--- config.mk ---
export PLATFORM = sky130hd
export DESIGN_NAME = bscan_tap
export DESIGN_NICKNAME = d
export VERILOG_FILES = /design/src/shared/bscan_pkg.sv /design/src/logic/bscan_cell_chain.sv /design/src/logic/bscan_tap.sv
export VERILOG_INCLUDE_DIRS = /design/src /design/src/shared
export SDC_FILE = /design/constraint.sdc
export NUM_CORES = 1
export LEC_CHECK = 0
export BUFFER_PORTS_ARGS = -buffer_cell sky130_fd_sc_hd__buf_2
export CAP_MARGIN = 10
export CORE_UTILIZATION = 58
export CTS_CLUSTER_SIZE = 30
export DETAILED_ROUTE_END_ITERATION = 7
export PLACE_DENSITY_LB_ADDON = 0.15
export SLEW_MARGIN = 40
export SYNTH_ARGS = -nofsm -noshare
export SYNTH_HDL_FRONTEND = slang
export SYNTH_SLANG_ARGS = --single-unit
--- constraint.sdc ---
create_clock -name clk -period 7.4 [get_ports clk]
set_input_delay 0.37 -clock clk [delete_from_list [all_inputs] [get_ports clk]]
set_output_delay 0.37 -clock clk [all_outputs]
set_load 0.05 [all_outputs]
--- src/shared/bscan_map.svh ---
// boundary-scan port constants: opcodes, widths, chain layout
// assumes inclusion by the package and the design modules only
`ifndef BSCAN_MAP_SVH
`define BSCAN_MAP_SVH

`define IR_W 4
`define OP_EXTEST 4'h0
`define OP_IDCODE 4'h1
`define OP_SAMPLE 4'h2
`define OP_DEVRST 4'hC
`define OP_BYPASS 4'hF
`define IR_CAPTURE 4'h1

`define ID_W 32
`define ID_VER_LSB 28
`define ID_PART_LSB 12
`define ID_MFR_LSB 1
`define ID_FIXED_BIT 1'h1

`define CELLS_PER_PIN 4
`define CELL_PUD 0
`define CELL_OE 1
`define CELL_OD 2
`define CELL_ID 3

`endif

--- src/shared/bscan_pkg.sv ---
// types shared by the boundary-scan port modules
// assumes bscan_map.svh sits beside it on the include path
`include "bscan_map.svh"

package bscan_pkg;
    typedef enum {
        TLR, RTI, SEL_DR, CAP_DR, SH_DR, EX1_DR, PAU_DR, EX2_DR, UPD_DR,
        SEL_IR, CAP_IR, SH_IR, EX1_IR, PAU_IR, EX2_IR, UPD_IR
    } tap_state_e;
    typedef logic [`IR_W-1:0] instr_t;
endpackage

--- src/logic/bscan_cell_chain.sv ---
// boundary-scan cell chain: capture, shift toward bit 0, update latches
// assumes strobes are one-cycle enables on the core clock
`timescale 1ns/10ps

module bscan_cell_chain #(
    parameter int LEN = 8
) (
    // clock and reset
    input wire logic clk,
    input wire logic rstN,
    // strobes
    input wire logic capEn,
    input wire logic shEn,
    input wire logic updEn,
    // serial and parallel data
    input wire logic sdi,
    input wire logic [LEN-1:0] parIn,
    output logic sdo,
    output logic [LEN-1:0] latch
);
    logic [LEN-1:0] stage;

    assign sdo = stage[0];

    for (genvar i = 0; i < LEN; i++) begin : g_cell
        // top cell takes tdi so the first bit in ends at bit 0
        logic nextBit;
        assign nextBit = (i == LEN - 1) ? sdi : stage[(i + 1) % LEN];
        always_ff @(posedge clk or negedge rstN) begin
            if (!rstN) begin
                stage[i] <= 1'h0;
            end else if (capEn) begin
                stage[i] <= parIn[i];
            end else if (shEn) begin
                stage[i] <= nextBit;
            end
        end
        // latches survive instruction changes; extest shows them at once
        always_ff @(posedge clk or negedge rstN) begin
            if (!rstN) begin
                latch[i] <= 1'h0;
            end else if (updEn) begin
                latch[i] <= stage[i];
            end
        end
    end
endmodule

--- src/logic/bscan_tap.sv ---
// boundary-scan test port: tap sequencer, instruction decode, data registers
// assumes tck/tms/tdi/pins are asynchronous; core signals share clk
`timescale 1ns/10ps
`include "bscan_map.svh"
// Operation
// - four-bit instruction register, sixteen opcodes
// - least significant bit shifts first, in and out
// - EXTEST: chain captures pins, shifts, drives outputs
// - EXTEST drives existing latch contents immediately
// - chain covers pull, control, data, analog interface
// - IDCODE 32-bit, default after power-up
// - IDCODE capture loads value, shift moves out
// - identification holds version, part, maker fields
// - SAMPLE/PRELOAD updates latches, pins undisturbed
// - reset opcode selects one-bit register, tap untouched
// - reset register one holds device reset, unlatched
// - reset persists for fuse-selected time-out after release
// - no HIGHZ; reset floats tri-state outputs, except under EXTEST, where the latches keep driving
// - external reset pin low also resets device
// - BYPASS selects one-stage register
// - bypass loads zero at capture
// - port enabled by fuse and clear disable bit
// - works only with core clk running, tck below a third of clk
module bscan_tap
    import bscan_pkg::*;
#(
    parameter int NUM_PINS = 8,
    parameter int ANA_CTRL = 2,
    parameter int ANA_OBS = 2,
    parameter logic [3:0] ID_VERSION = 4'h0,
    parameter logic [15:0] ID_PART = 16'h1234,   // arbitrary value
    parameter logic [10:0] ID_MFR = 11'h055,     // arbitrary value
    parameter int TIMEOUT_FAST = 64,
    parameter int TIMEOUT_SLOW = 4096
) (
    // clock and reset
    input wire logic clk,
    input wire logic resetn,
    // test port pins
    input wire logic tck,
    input wire logic tms,
    input wire logic tdi,
    output logic tdo,
    output logic tdoOe,
    // enables and reset time-out select
    input wire logic tap_enable_fuse,
    input wire logic tap_disable_bit,
    input wire logic clockOptionSlow,
    // device reset
    input wire logic extResetN,
    output logic coreResetN,
    // core side of the port pins
    input wire logic [NUM_PINS-1:0] coreOut,
    input wire logic [NUM_PINS-1:0] coreOe,
    input wire logic [NUM_PINS-1:0] corePullEn,
    // pad side
    input wire logic [NUM_PINS-1:0] padIn,
    output logic [NUM_PINS-1:0] padOut,
    output logic [NUM_PINS-1:0] padOeOut,
    output logic [NUM_PINS-1:0] padPullEn,
    // digital/analog boundary
    input wire logic [ANA_CTRL-1:0] coreAnaCtrl,
    output logic [ANA_CTRL-1:0] anaCtrl,
    input wire logic [ANA_OBS-1:0] anaObs,
    // status
    output bscan_pkg::instr_t currentInstr
);
    localparam int PIN_CELLS = NUM_PINS * `CELLS_PER_PIN;
    localparam int CHAIN_LEN = PIN_CELLS + ANA_CTRL + ANA_OBS;
    localparam int TO_W = $clog2(TIMEOUT_SLOW + 1);

    logic [1:0] rstSync;
    logic rstN;
    logic [2:0] tckSync;
    logic [1:0] tmsSync;
    logic [1:0] tdiSync;
    logic [1:0] extRstSync;
    logic [NUM_PINS-1:0] padSync1;
    logic [NUM_PINS-1:0] padSync2;
    logic tckRise;
    logic tckFall;
    logic tapEn;
    tap_state_e state;
    tap_state_e next_state;
    instr_t irShift;
    instr_t instr;
    logic selExtest;
    logic selSample;
    logic selId;
    logic selRst;
    logic selBypass;
    logic selChain;
    logic [`ID_W-1:0] idValue;
    logic [`ID_W-1:0] idShift;
    logic bypassReg;
    logic rstReg;
    logic [TO_W-1:0] timeout;
    logic resetSrc;
    logic chainSdo;
    logic [CHAIN_LEN-1:0] chainPar;
    logic [CHAIN_LEN-1:0] latch;
    logic drCap;
    logic drShift;
    logic drUpd;

    // reset release through two stages
    always_ff @(posedge clk or negedge resetn) begin
        if (!resetn) begin
            rstSync <= 2'h0;
        end else begin
            rstSync <= {rstSync[0], 1'h1};
        end
    end
    assign rstN = rstSync[1];

    // pin synchronisers; edges read only past the first stage
    always_ff @(posedge clk or negedge rstN) begin
        if (!rstN) begin
            tckSync <= 3'h0;
            tmsSync <= 2'h3;
            tdiSync <= 2'h3;
            extRstSync <= 2'h3;
            padSync1 <= '0;
            padSync2 <= '0;
        end else begin
            tckSync <= {tckSync[1:0], tck};
            tmsSync <= {tmsSync[0], tms};
            tdiSync <= {tdiSync[0], tdi};
            extRstSync <= {extRstSync[0], extResetN};
            padSync1 <= padIn;
            padSync2 <= padSync1;
        end
    end
    // tck only needs to be below a third of clk; core clock gating elsewhere
    // must leave clk running, since this logic has no clock of its own
    assign tckRise = tckSync[1] & ~tckSync[2];
    assign tckFall = ~tckSync[1] & tckSync[2];
    assign tapEn = tap_enable_fuse & ~tap_disable_bit;

    // tap sequencer
    always_comb begin
        case (state)
            TLR: next_state = tmsSync[1] ? TLR : RTI;
            RTI: next_state = tmsSync[1] ? SEL_DR : RTI;
            SEL_DR: next_state = tmsSync[1] ? SEL_IR : CAP_DR;
            CAP_DR: next_state = tmsSync[1] ? EX1_DR : SH_DR;
            SH_DR: next_state = tmsSync[1] ? EX1_DR : SH_DR;
            EX1_DR: next_state = tmsSync[1] ? UPD_DR : PAU_DR;
            PAU_DR: next_state = tmsSync[1] ? EX2_DR : PAU_DR;
            EX2_DR: next_state = tmsSync[1] ? UPD_DR : SH_DR;
            UPD_DR: next_state = tmsSync[1] ? SEL_DR : RTI;
            SEL_IR: next_state = tmsSync[1] ? TLR : CAP_IR;
            CAP_IR: next_state = tmsSync[1] ? EX1_IR : SH_IR;
            SH_IR: next_state = tmsSync[1] ? EX1_IR : SH_IR;
            EX1_IR: next_state = tmsSync[1] ? UPD_IR : PAU_IR;
            PAU_IR: next_state = tmsSync[1] ? EX2_IR : PAU_IR;
            EX2_IR: next_state = tmsSync[1] ? UPD_IR : SH_IR;
            UPD_IR: next_state = tmsSync[1] ? SEL_DR : RTI;
            default: next_state = TLR;
        endcase
    end

    // the reset instruction never touches this state
    always_ff @(posedge clk or negedge rstN) begin
        if (!rstN) begin
            state <= TLR;
        end else if (!tapEn) begin
            state <= TLR;
        end else if (tckRise) begin
            state <= next_state;
        end
    end

    // instruction shift and latch
    always_ff @(posedge clk or negedge rstN) begin
        if (!rstN) begin
            irShift <= `IR_CAPTURE;
        end else if (tckRise && state == CAP_IR) begin
            irShift <= `IR_CAPTURE;
        end else if (tckRise && state == SH_IR) begin
            irShift <= {tdiSync[1], irShift[`IR_W-1:1]};
        end
    end

    always_ff @(posedge clk or negedge rstN) begin
        if (!rstN) begin
            instr <= `OP_IDCODE;
        end else if (state == TLR) begin
            instr <= `OP_IDCODE;
        end else if (tckFall && state == UPD_IR) begin
            instr <= irShift;
        end
    end
    assign currentInstr = instr;

    // decode; anything else falls to bypass
    assign selExtest = instr == `OP_EXTEST;
    assign selSample = instr == `OP_SAMPLE;
    assign selId = instr == `OP_IDCODE;
    assign selRst = instr == `OP_DEVRST;
    assign selChain = selExtest | selSample;
    assign selBypass = ~(selChain | selId | selRst);

    assign drCap = tckRise && state == CAP_DR;
    assign drShift = tckRise && state == SH_DR;
    assign drUpd = tckFall && state == UPD_DR;

    // identification value
    always_comb begin
        idValue = '0;
        idValue[`ID_VER_LSB +: 4] = ID_VERSION;
        idValue[`ID_PART_LSB +: 16] = ID_PART;
        idValue[`ID_MFR_LSB +: 11] = ID_MFR;
        idValue[0] = `ID_FIXED_BIT;
    end

    always_ff @(posedge clk or negedge rstN) begin
        if (!rstN) begin
            idShift <= '0;
        end else if (selId && drCap) begin
            idShift <= idValue;
        end else if (selId && drShift) begin
            idShift <= {tdiSync[1], idShift[`ID_W-1:1]};
        end
    end

    always_ff @(posedge clk or negedge rstN) begin
        if (!rstN) begin
            bypassReg <= 1'h0;
        end else if (selBypass && drCap) begin
            bypassReg <= 1'h0;
        end else if (selBypass && drShift) begin
            bypassReg <= tdiSync[1];
        end
    end

    // unlatched: shifting a one in asserts reset with no update
    always_ff @(posedge clk or negedge rstN) begin
        if (!rstN) begin
            rstReg <= 1'h0;
        end else if (selRst && drShift) begin
            rstReg <= tdiSync[1];
        end
    end

    // boundary chain: per pin pull-disable, control, data, input; then analog
    for (genvar p = 0; p < NUM_PINS; p++) begin : g_pin
        localparam int B = p * `CELLS_PER_PIN;
        assign chainPar[B + `CELL_PUD] = ~corePullEn[p];
        assign chainPar[B + `CELL_OE] = coreOe[p];
        assign chainPar[B + `CELL_OD] = coreOut[p];
        assign chainPar[B + `CELL_ID] = padSync2[p];
    end
    assign chainPar[PIN_CELLS +: ANA_CTRL] = coreAnaCtrl;
    assign chainPar[PIN_CELLS + ANA_CTRL +: ANA_OBS] = anaObs;

    bscan_cell_chain #(
        .LEN(CHAIN_LEN)
    ) u_chain (
        .clk(clk),
        .rstN(rstN),
        .capEn(selChain && drCap),
        .shEn(selChain && drShift),
        .updEn(selChain && drUpd),
        .sdi(tdiSync[1]),
        .parIn(chainPar),
        .sdo(chainSdo),
        .latch(latch)
    );

    // tdo moves on the falling tck edge, bit 0 of the selected path
    always_ff @(posedge clk or negedge rstN) begin
        if (!rstN) begin
            tdo <= 1'h0;
            tdoOe <= 1'h0;
        end else if (!tapEn) begin
            tdo <= 1'h0;
            tdoOe <= 1'h0;
        end else if (tckFall) begin
            tdoOe <= state == SH_DR || state == SH_IR;
            if (state == SH_IR) begin
                tdo <= irShift[0];
            end else if (selId) begin
                tdo <= idShift[0];
            end else if (selRst) begin
                tdo <= rstReg;
            end else if (selChain) begin
                tdo <= chainSdo;
            end else begin
                tdo <= bypassReg;
            end
        end
    end

    // device reset with fuse-chosen hold-off after the last source drops
    assign resetSrc = rstReg | ~extRstSync[1];
    always_ff @(posedge clk or negedge rstN) begin
        if (!rstN) begin
            timeout <= '0;
        end else if (resetSrc) begin
            timeout <= clockOptionSlow ? TO_W'(TIMEOUT_SLOW) : TO_W'(TIMEOUT_FAST);
        end else if (timeout != '0) begin
            timeout <= timeout - TO_W'(1);
        end
    end

    always_ff @(posedge clk or negedge rstN) begin
        if (!rstN) begin
            coreResetN <= 1'h0;
        end else begin
            coreResetN <= ~(resetSrc || timeout != '0);
        end
    end

    // pads: extest shows latches as soon as loaded; reset floats outputs only when extest is not selected
    for (genvar p = 0; p < NUM_PINS; p++) begin : g_pad
        localparam int B = p * `CELLS_PER_PIN;
        always_ff @(posedge clk or negedge rstN) begin
            if (!rstN) begin
                padOut[p] <= 1'h0;
                padOeOut[p] <= 1'h0;
                padPullEn[p] <= 1'h0;
            end else if (selExtest) begin
                padOut[p] <= latch[B + `CELL_OD];
                padOeOut[p] <= latch[B + `CELL_OE];
                padPullEn[p] <= ~latch[B + `CELL_PUD];
            end else if (!coreResetN) begin
                padOut[p] <= coreOut[p];
                padOeOut[p] <= 1'h0;
                padPullEn[p] <= 1'h0;
            end else begin
                padOut[p] <= coreOut[p];
                padOeOut[p] <= coreOe[p];
                padPullEn[p] <= corePullEn[p];
            end
        end
    end

    always_ff @(posedge clk or negedge rstN) begin
        if (!rstN) begin
            anaCtrl <= '0;
        end else if (selExtest) begin
            anaCtrl <= latch[PIN_CELLS +: ANA_CTRL];
        end else begin
            anaCtrl <= coreAnaCtrl;
        end
    end
endmodule

Word level (Yosys, flattened, before mapping)
Index checks and enable logic that the tools add are counted.
- eq/ne operators: 26
- reduce and logical (&&, ||, !) cells: 29
- bitwise gates (word level): 29
- $add $sub $neg: 1
- muxes and demuxes: 147
- operators by type and width (kind ; count):
    $eq 32x4->1 const B ; 9
    $eq 32x3->1 const B ; 5
    $eq 32x5->1 const B ; 4
    $mux 32 ; 4
    $mux 1 ; 125
    $eq 32x2->1 const B ; 2
    $logic_not 32->1 ; 2
    $pmux 4 s12 ; 1
    $mux 13 ; 3
    $eq 32x1->1 const B ; 1
    $mux 4 ; 8
    $not 1->1 ; 22
    $logic_and 1x1->1 ; 14
    $reduce_bool 13->1 ; 1
    $sub 13x1->13 const B ; 1
    $reduce_bool 2->1 ; 6
    $mux 2 ; 4
    $mux 3 ; 2
    $eq 4x1->1 const B ; 1
    $eq 4x2->1 const B ; 1
    $eq 4x4->1 const B ; 1
    $logic_not 4->1 ; 1
    $ne 2x2->1 const B ; 2
    $or 1x1->1 ; 4
    other kinds (4) ; 8
- bits in registers: 205
- input bits: 45
- logic and storage cells: 336

Depth between registers and ports, before layout
- depth in word-level cells: 8
- gate-level depth with buffers: 7

By module
A second synthesis with hierarchy kept.
- cell total of the unflattened synthesis: 685
- area, all modules: 7905.1 µm²
- modules (own cells, without submodules) (module ; area an instance (µm²) ; instances ; cells an instance):
    bscan_tap ; 4754.6 ; 1 ; 453
    bscan_cell_chain ; 3150.5 ; 1 ; 232

Least setup slack after synthesis
Ideal clock, no wire load.
- kind: flip-flop to flip-flop
- from: register instr[0], in the netlist currentInstr[0]
- to: register u_chain.latch[0]
- library setup time: 0.125 ns
- slack: 5.206 ns
- data arrival time: 2.069 ns
- stages on the path, launching flop included: 6
- required time: 7.275 ns
- period minus slack after synthesis: 2.194 ns
- cells stage by stage: dfstp_2 -> clkbuf_1 -> nor3_1 -> nand4_1 -> clkbuf_1 -> mux2_2
- longest elaborated chain between the ends: 3
- RTL lines (item ; RTL line ; source):
    start, declared ; bscan_tap.sv:86 ; instr_t instr;
    start signal, assigned ; bscan_tap.sv:187 ; instr <= `OP_IDCODE;
    start signal, assigned ; bscan_tap.sv:189 ; instr <= `OP_IDCODE;
    start signal, assigned ; bscan_tap.sv:191 ; instr <= irShift;
    $eq 4x2->1 (no line) / $logic_not 4->1 (equally long branches) ; -- ;
    $or 1x1->1 (*) ; bscan_tap.sv:201 ; assign selChain = selExtest | selSample;
    $logic_and 1x1->1 (*) ; bscan_tap.sv:264 ; .updEn(selChain && drUpd),
    end signal, assigned by index ; bscan_cell_chain.sv:43 ; latch[i] <= stage[i];
    end, declared ; bscan_cell_chain.sv:19 ; output logic [LEN-1:0] latch
Every way passes the cells marked *; elsewhere a longest branch is shown, timed or not.
A chain may end at the register's enable or synchronous reset.

Final worst setup path
- from: register state[2]
- to: register rstReg
- longest elaborated chain between the ends: 3
- RTL lines (item ; RTL line ; source):
    start, declared ; bscan_tap.sv:83 ; tap_state_e state;
    start signal, assigned ; bscan_tap.sv:170 ; state <= next_state;
    $eq 32x4->1 ; bscan_tap.sv:205 ; assign drShift = tckRise && state == SH_DR;
    $logic_and 1x1->1 ; bscan_tap.sv:205 ;
    $logic_and 1x1->1 ; bscan_tap.sv:241 ; end else if (selRst && drShift) begin
    end signal, assigned ; bscan_tap.sv:242 ; rstReg <= tdiSync[1];
    end, declared ; bscan_tap.sv:96 ; logic rstReg;
Every way passes these cells.

==> metrics.txt <==
Total GRT Usage 0.259; cell accounting for the most synthesized area dfrtp_1; Power Dens Cells 270 nW/um^2; syn_area_per_cell 10.5 sq um; Min Clock Period, post-route 2.41 ns; DRT Wirelength 15.2 mm; WL/cell 16.2 um; Placed Instance Area 7860 sq um; Yosys cell types 52; worst min-delay path startpoint tdi; number of synthesized flops with an enable pin 0; Reg2Reg Launch Point state[2]$_DFFE_PN0P_; Clock Skew 0.00817 ns; Seq cells post-synth 177; synthesis-to-finish area growth 15.9%; Post-synth ARST share 1.00; cell family with most CP delay simple AND/OR/NAND/NOR gates; Top Metal Used met4; worst slew pin tran 0.751 ns; antenna fix cells 0; post-cts resize count 0; period utilization 0.326; Total Nets Final 807; hold path depth 1; die area 13100 sq um; clock buffer depth 2; number of synthesis warnings 0; Post-CTS Setup Bufs 0; post-route cell area 8510 sq um; worst vdd ir 0.177 mV; Post-Synthesis Cell Area 7350 sq um; global-route wire length before repair 25.8 mm; RePlAce Congestion 0.846; status completed; final HPWL from detailed placement 9.62 mm; unrepaired setup endpoints after global routing no; Commonest cells post-synth dfrtp_1, nand2_1, o21ai_0; CTS tree built; register area share after synthesis 0.604; Setup WS pre-CTS 5.05 ns; achievable clock frequency 414 MHz; number of buffers created by CTS 17; MaxCap Viol Count 0; Post-synth top flop dfrtp_1; cells after synthesis 697; Worst R2R Setup Slack 4.99 ns; Critical Path Start state[2]$_DFFE_PN0P_; Crit. End Element register; most frequent cell after synthesis dfrtp_1; Metal-1 WL 6.78 mm; TritonRoute pass-1 iters 5; critical path peak fanout 20; Critical Path Slowest Stage Cell dfrtp_1; Initial DRC Count 335; max incr delay on CP 0.72 ns; Yosys top cell area share 0.576; setup ws final 4.99 ns; setup_tns 0 ns; vias in the first global route 5166; I/O pin cnt 78; row cnt 40; Worst-path clk slew 0.06 ns; startpoint types register; Core Footprint 12200 sq um; largest net degree at the start of global routing 74; met2 routed WL 7.56 mm; clk root buf clkbuf_16; Inst Count DP 908; Hold/Removal Path Class in -> reg; WS Path Type reg -> reg; worst skew pair latency 0.42 ns; vias per cell 5.58; via count 5253; WP data required 7.71 ns; drt drc 0; Setup-failing EPs final 0; post-route ant nets 0; layout cell share with drive strength beyond 1 0.202; TritonCTS Sinks 177; Port Buffers 77; Final Power 2300 uW; die height 115 um; Slew Viols, Final 0; wire length on met3 666 um; largest cells by area after synthesis dfrtp_1, nand2_1, o21ai_0, mux2i_1, mux2_2; Hold Path End tdiSync[0]$_DFF_PN1_; initial cell density of the core 0.604; Fin. Hold Viols 0; Leak 0.00407 uW; CP arrival 2.72 ns; WP buf/inv 0; GR Overflow Total 0; antenna violations before repair 0; final non-filler cell total 941; Crit Reg-Reg Endpoint rstReg$_DFFE_PN0P_; relative slew slack 0.499; worst path cell trace or4b_4, or2_1, or4_1, mux2_1; R2R cell count 4; maximum level of the CTS H-tree 4; die width 115 um; net count after synthesis 744
[placed cells by master (no fill, tap or decap), drive strengths merged, types with 11 or more instances in the layout]
cell type / instances
dfrtp: 169
nand2: 151
buf: 85
a21oi: 11
clkbuf: 24
mux2i: 41
mux2: 27
o21ai: 99
nand3: 13
nor2: 29
inv: 19
[power by group]
part | switching, uW | total [uW] | internal [uW] | leakage, uW
combinational | 175 | 269 | 93.8 | 0.00156
clock | 359 | 961 | 602 | 0.000311
sequential | 51.3 | 1070 | 1020 | 0.00220
[metal layers]
| metal | vias to the layer above | global-route usage |
|---|---|---|
| met2 | 145 | 0.412 |
| met5 | - | 0 |
| met4 | 0 | 0.0926 |
| li1 | 2509 | - |
| met3 | 16 | 0.0582 |
| met1 | 2583 | 0.353 |
[repair_timing]
action,CTS,global route
hold buffers,1,0
setup endpoints to repair,0,0
hold endpoints to repair,2,0
[worst max path at each step]
stage                            to  slack, ns  depth (start not counted)
2_1_floorplan  anaCtrl[0]$_DFF_PN0_       2.12                          0
3_3_place_gp     rstReg$_DFFE_PN0P_       5.09                          4
3_5_place_dp     rstReg$_DFFE_PN0P_       5.05                          4
4_1_cts          rstReg$_DFFE_PN0P_       5.01                          4
5_1_grt          rstReg$_DFFE_PN0P_       4.88                          4
6_report         rstReg$_DFFE_PN0P_       4.99                          4
[kinds of logic after synthesis]
logic type | after synthesis | synth area share
DFF | 177 | 0.604
adders and majority gates | 2 | 0.00340
muxes | 68 | 0.0972
AOI/OAI and AO/OA | 145 | 0.113
buffers and inverters | 61 | 0.0327
and+or+nand+nor | 240 | 0.146
xor gates and xnor gates | 3 | 0.00358
other | 1 | 0.000510
[flip-flops by register name (all words and copies together), names as in the netlist, 2 cells and up]
signal                  cells
u_chain.g_cell.nextBit     35
idShift                    32
u_chain.latch              26
timeout                    13
padOeOut                    8
padOut                      8
padPullEn                   8
padSync1                    8
padSync2                    8
currentInstr                4
irShift                     4
state                       4
tckSync                     3
anaCtrl                     2
extRstSync                  2
rstSync                     2
tdiSync                     2
tmsSync                     2
[through the flow]
step,utilization,hold slack [ns]
2_1_floorplan,-,0.0744
3_3_place_gp,0.646,0.155
3_5_place_dp,0.646,0.157
4_1_cts,0.700,0.0176
5_1_grt,0.700,0.0162
6_report,0.700,0.0412
[layout make-up]
| type | instances | area (sq um) |
|---|---|---|
| Multi-Input combinational cell | 459 | 2680 |
| Inverter | 19 | 71.3 |
| Fill cell | 885 | 3650 |
| Clock inverter | 8 | 150 |
| Sequential cell | 177 | 4440 |
| Clock buffer | 24 | 492 |
| Timing Repair Buffer | 86 | 463 |
| Tap cell | 168 | 210 |
Power figures use the tool's default switching activity.
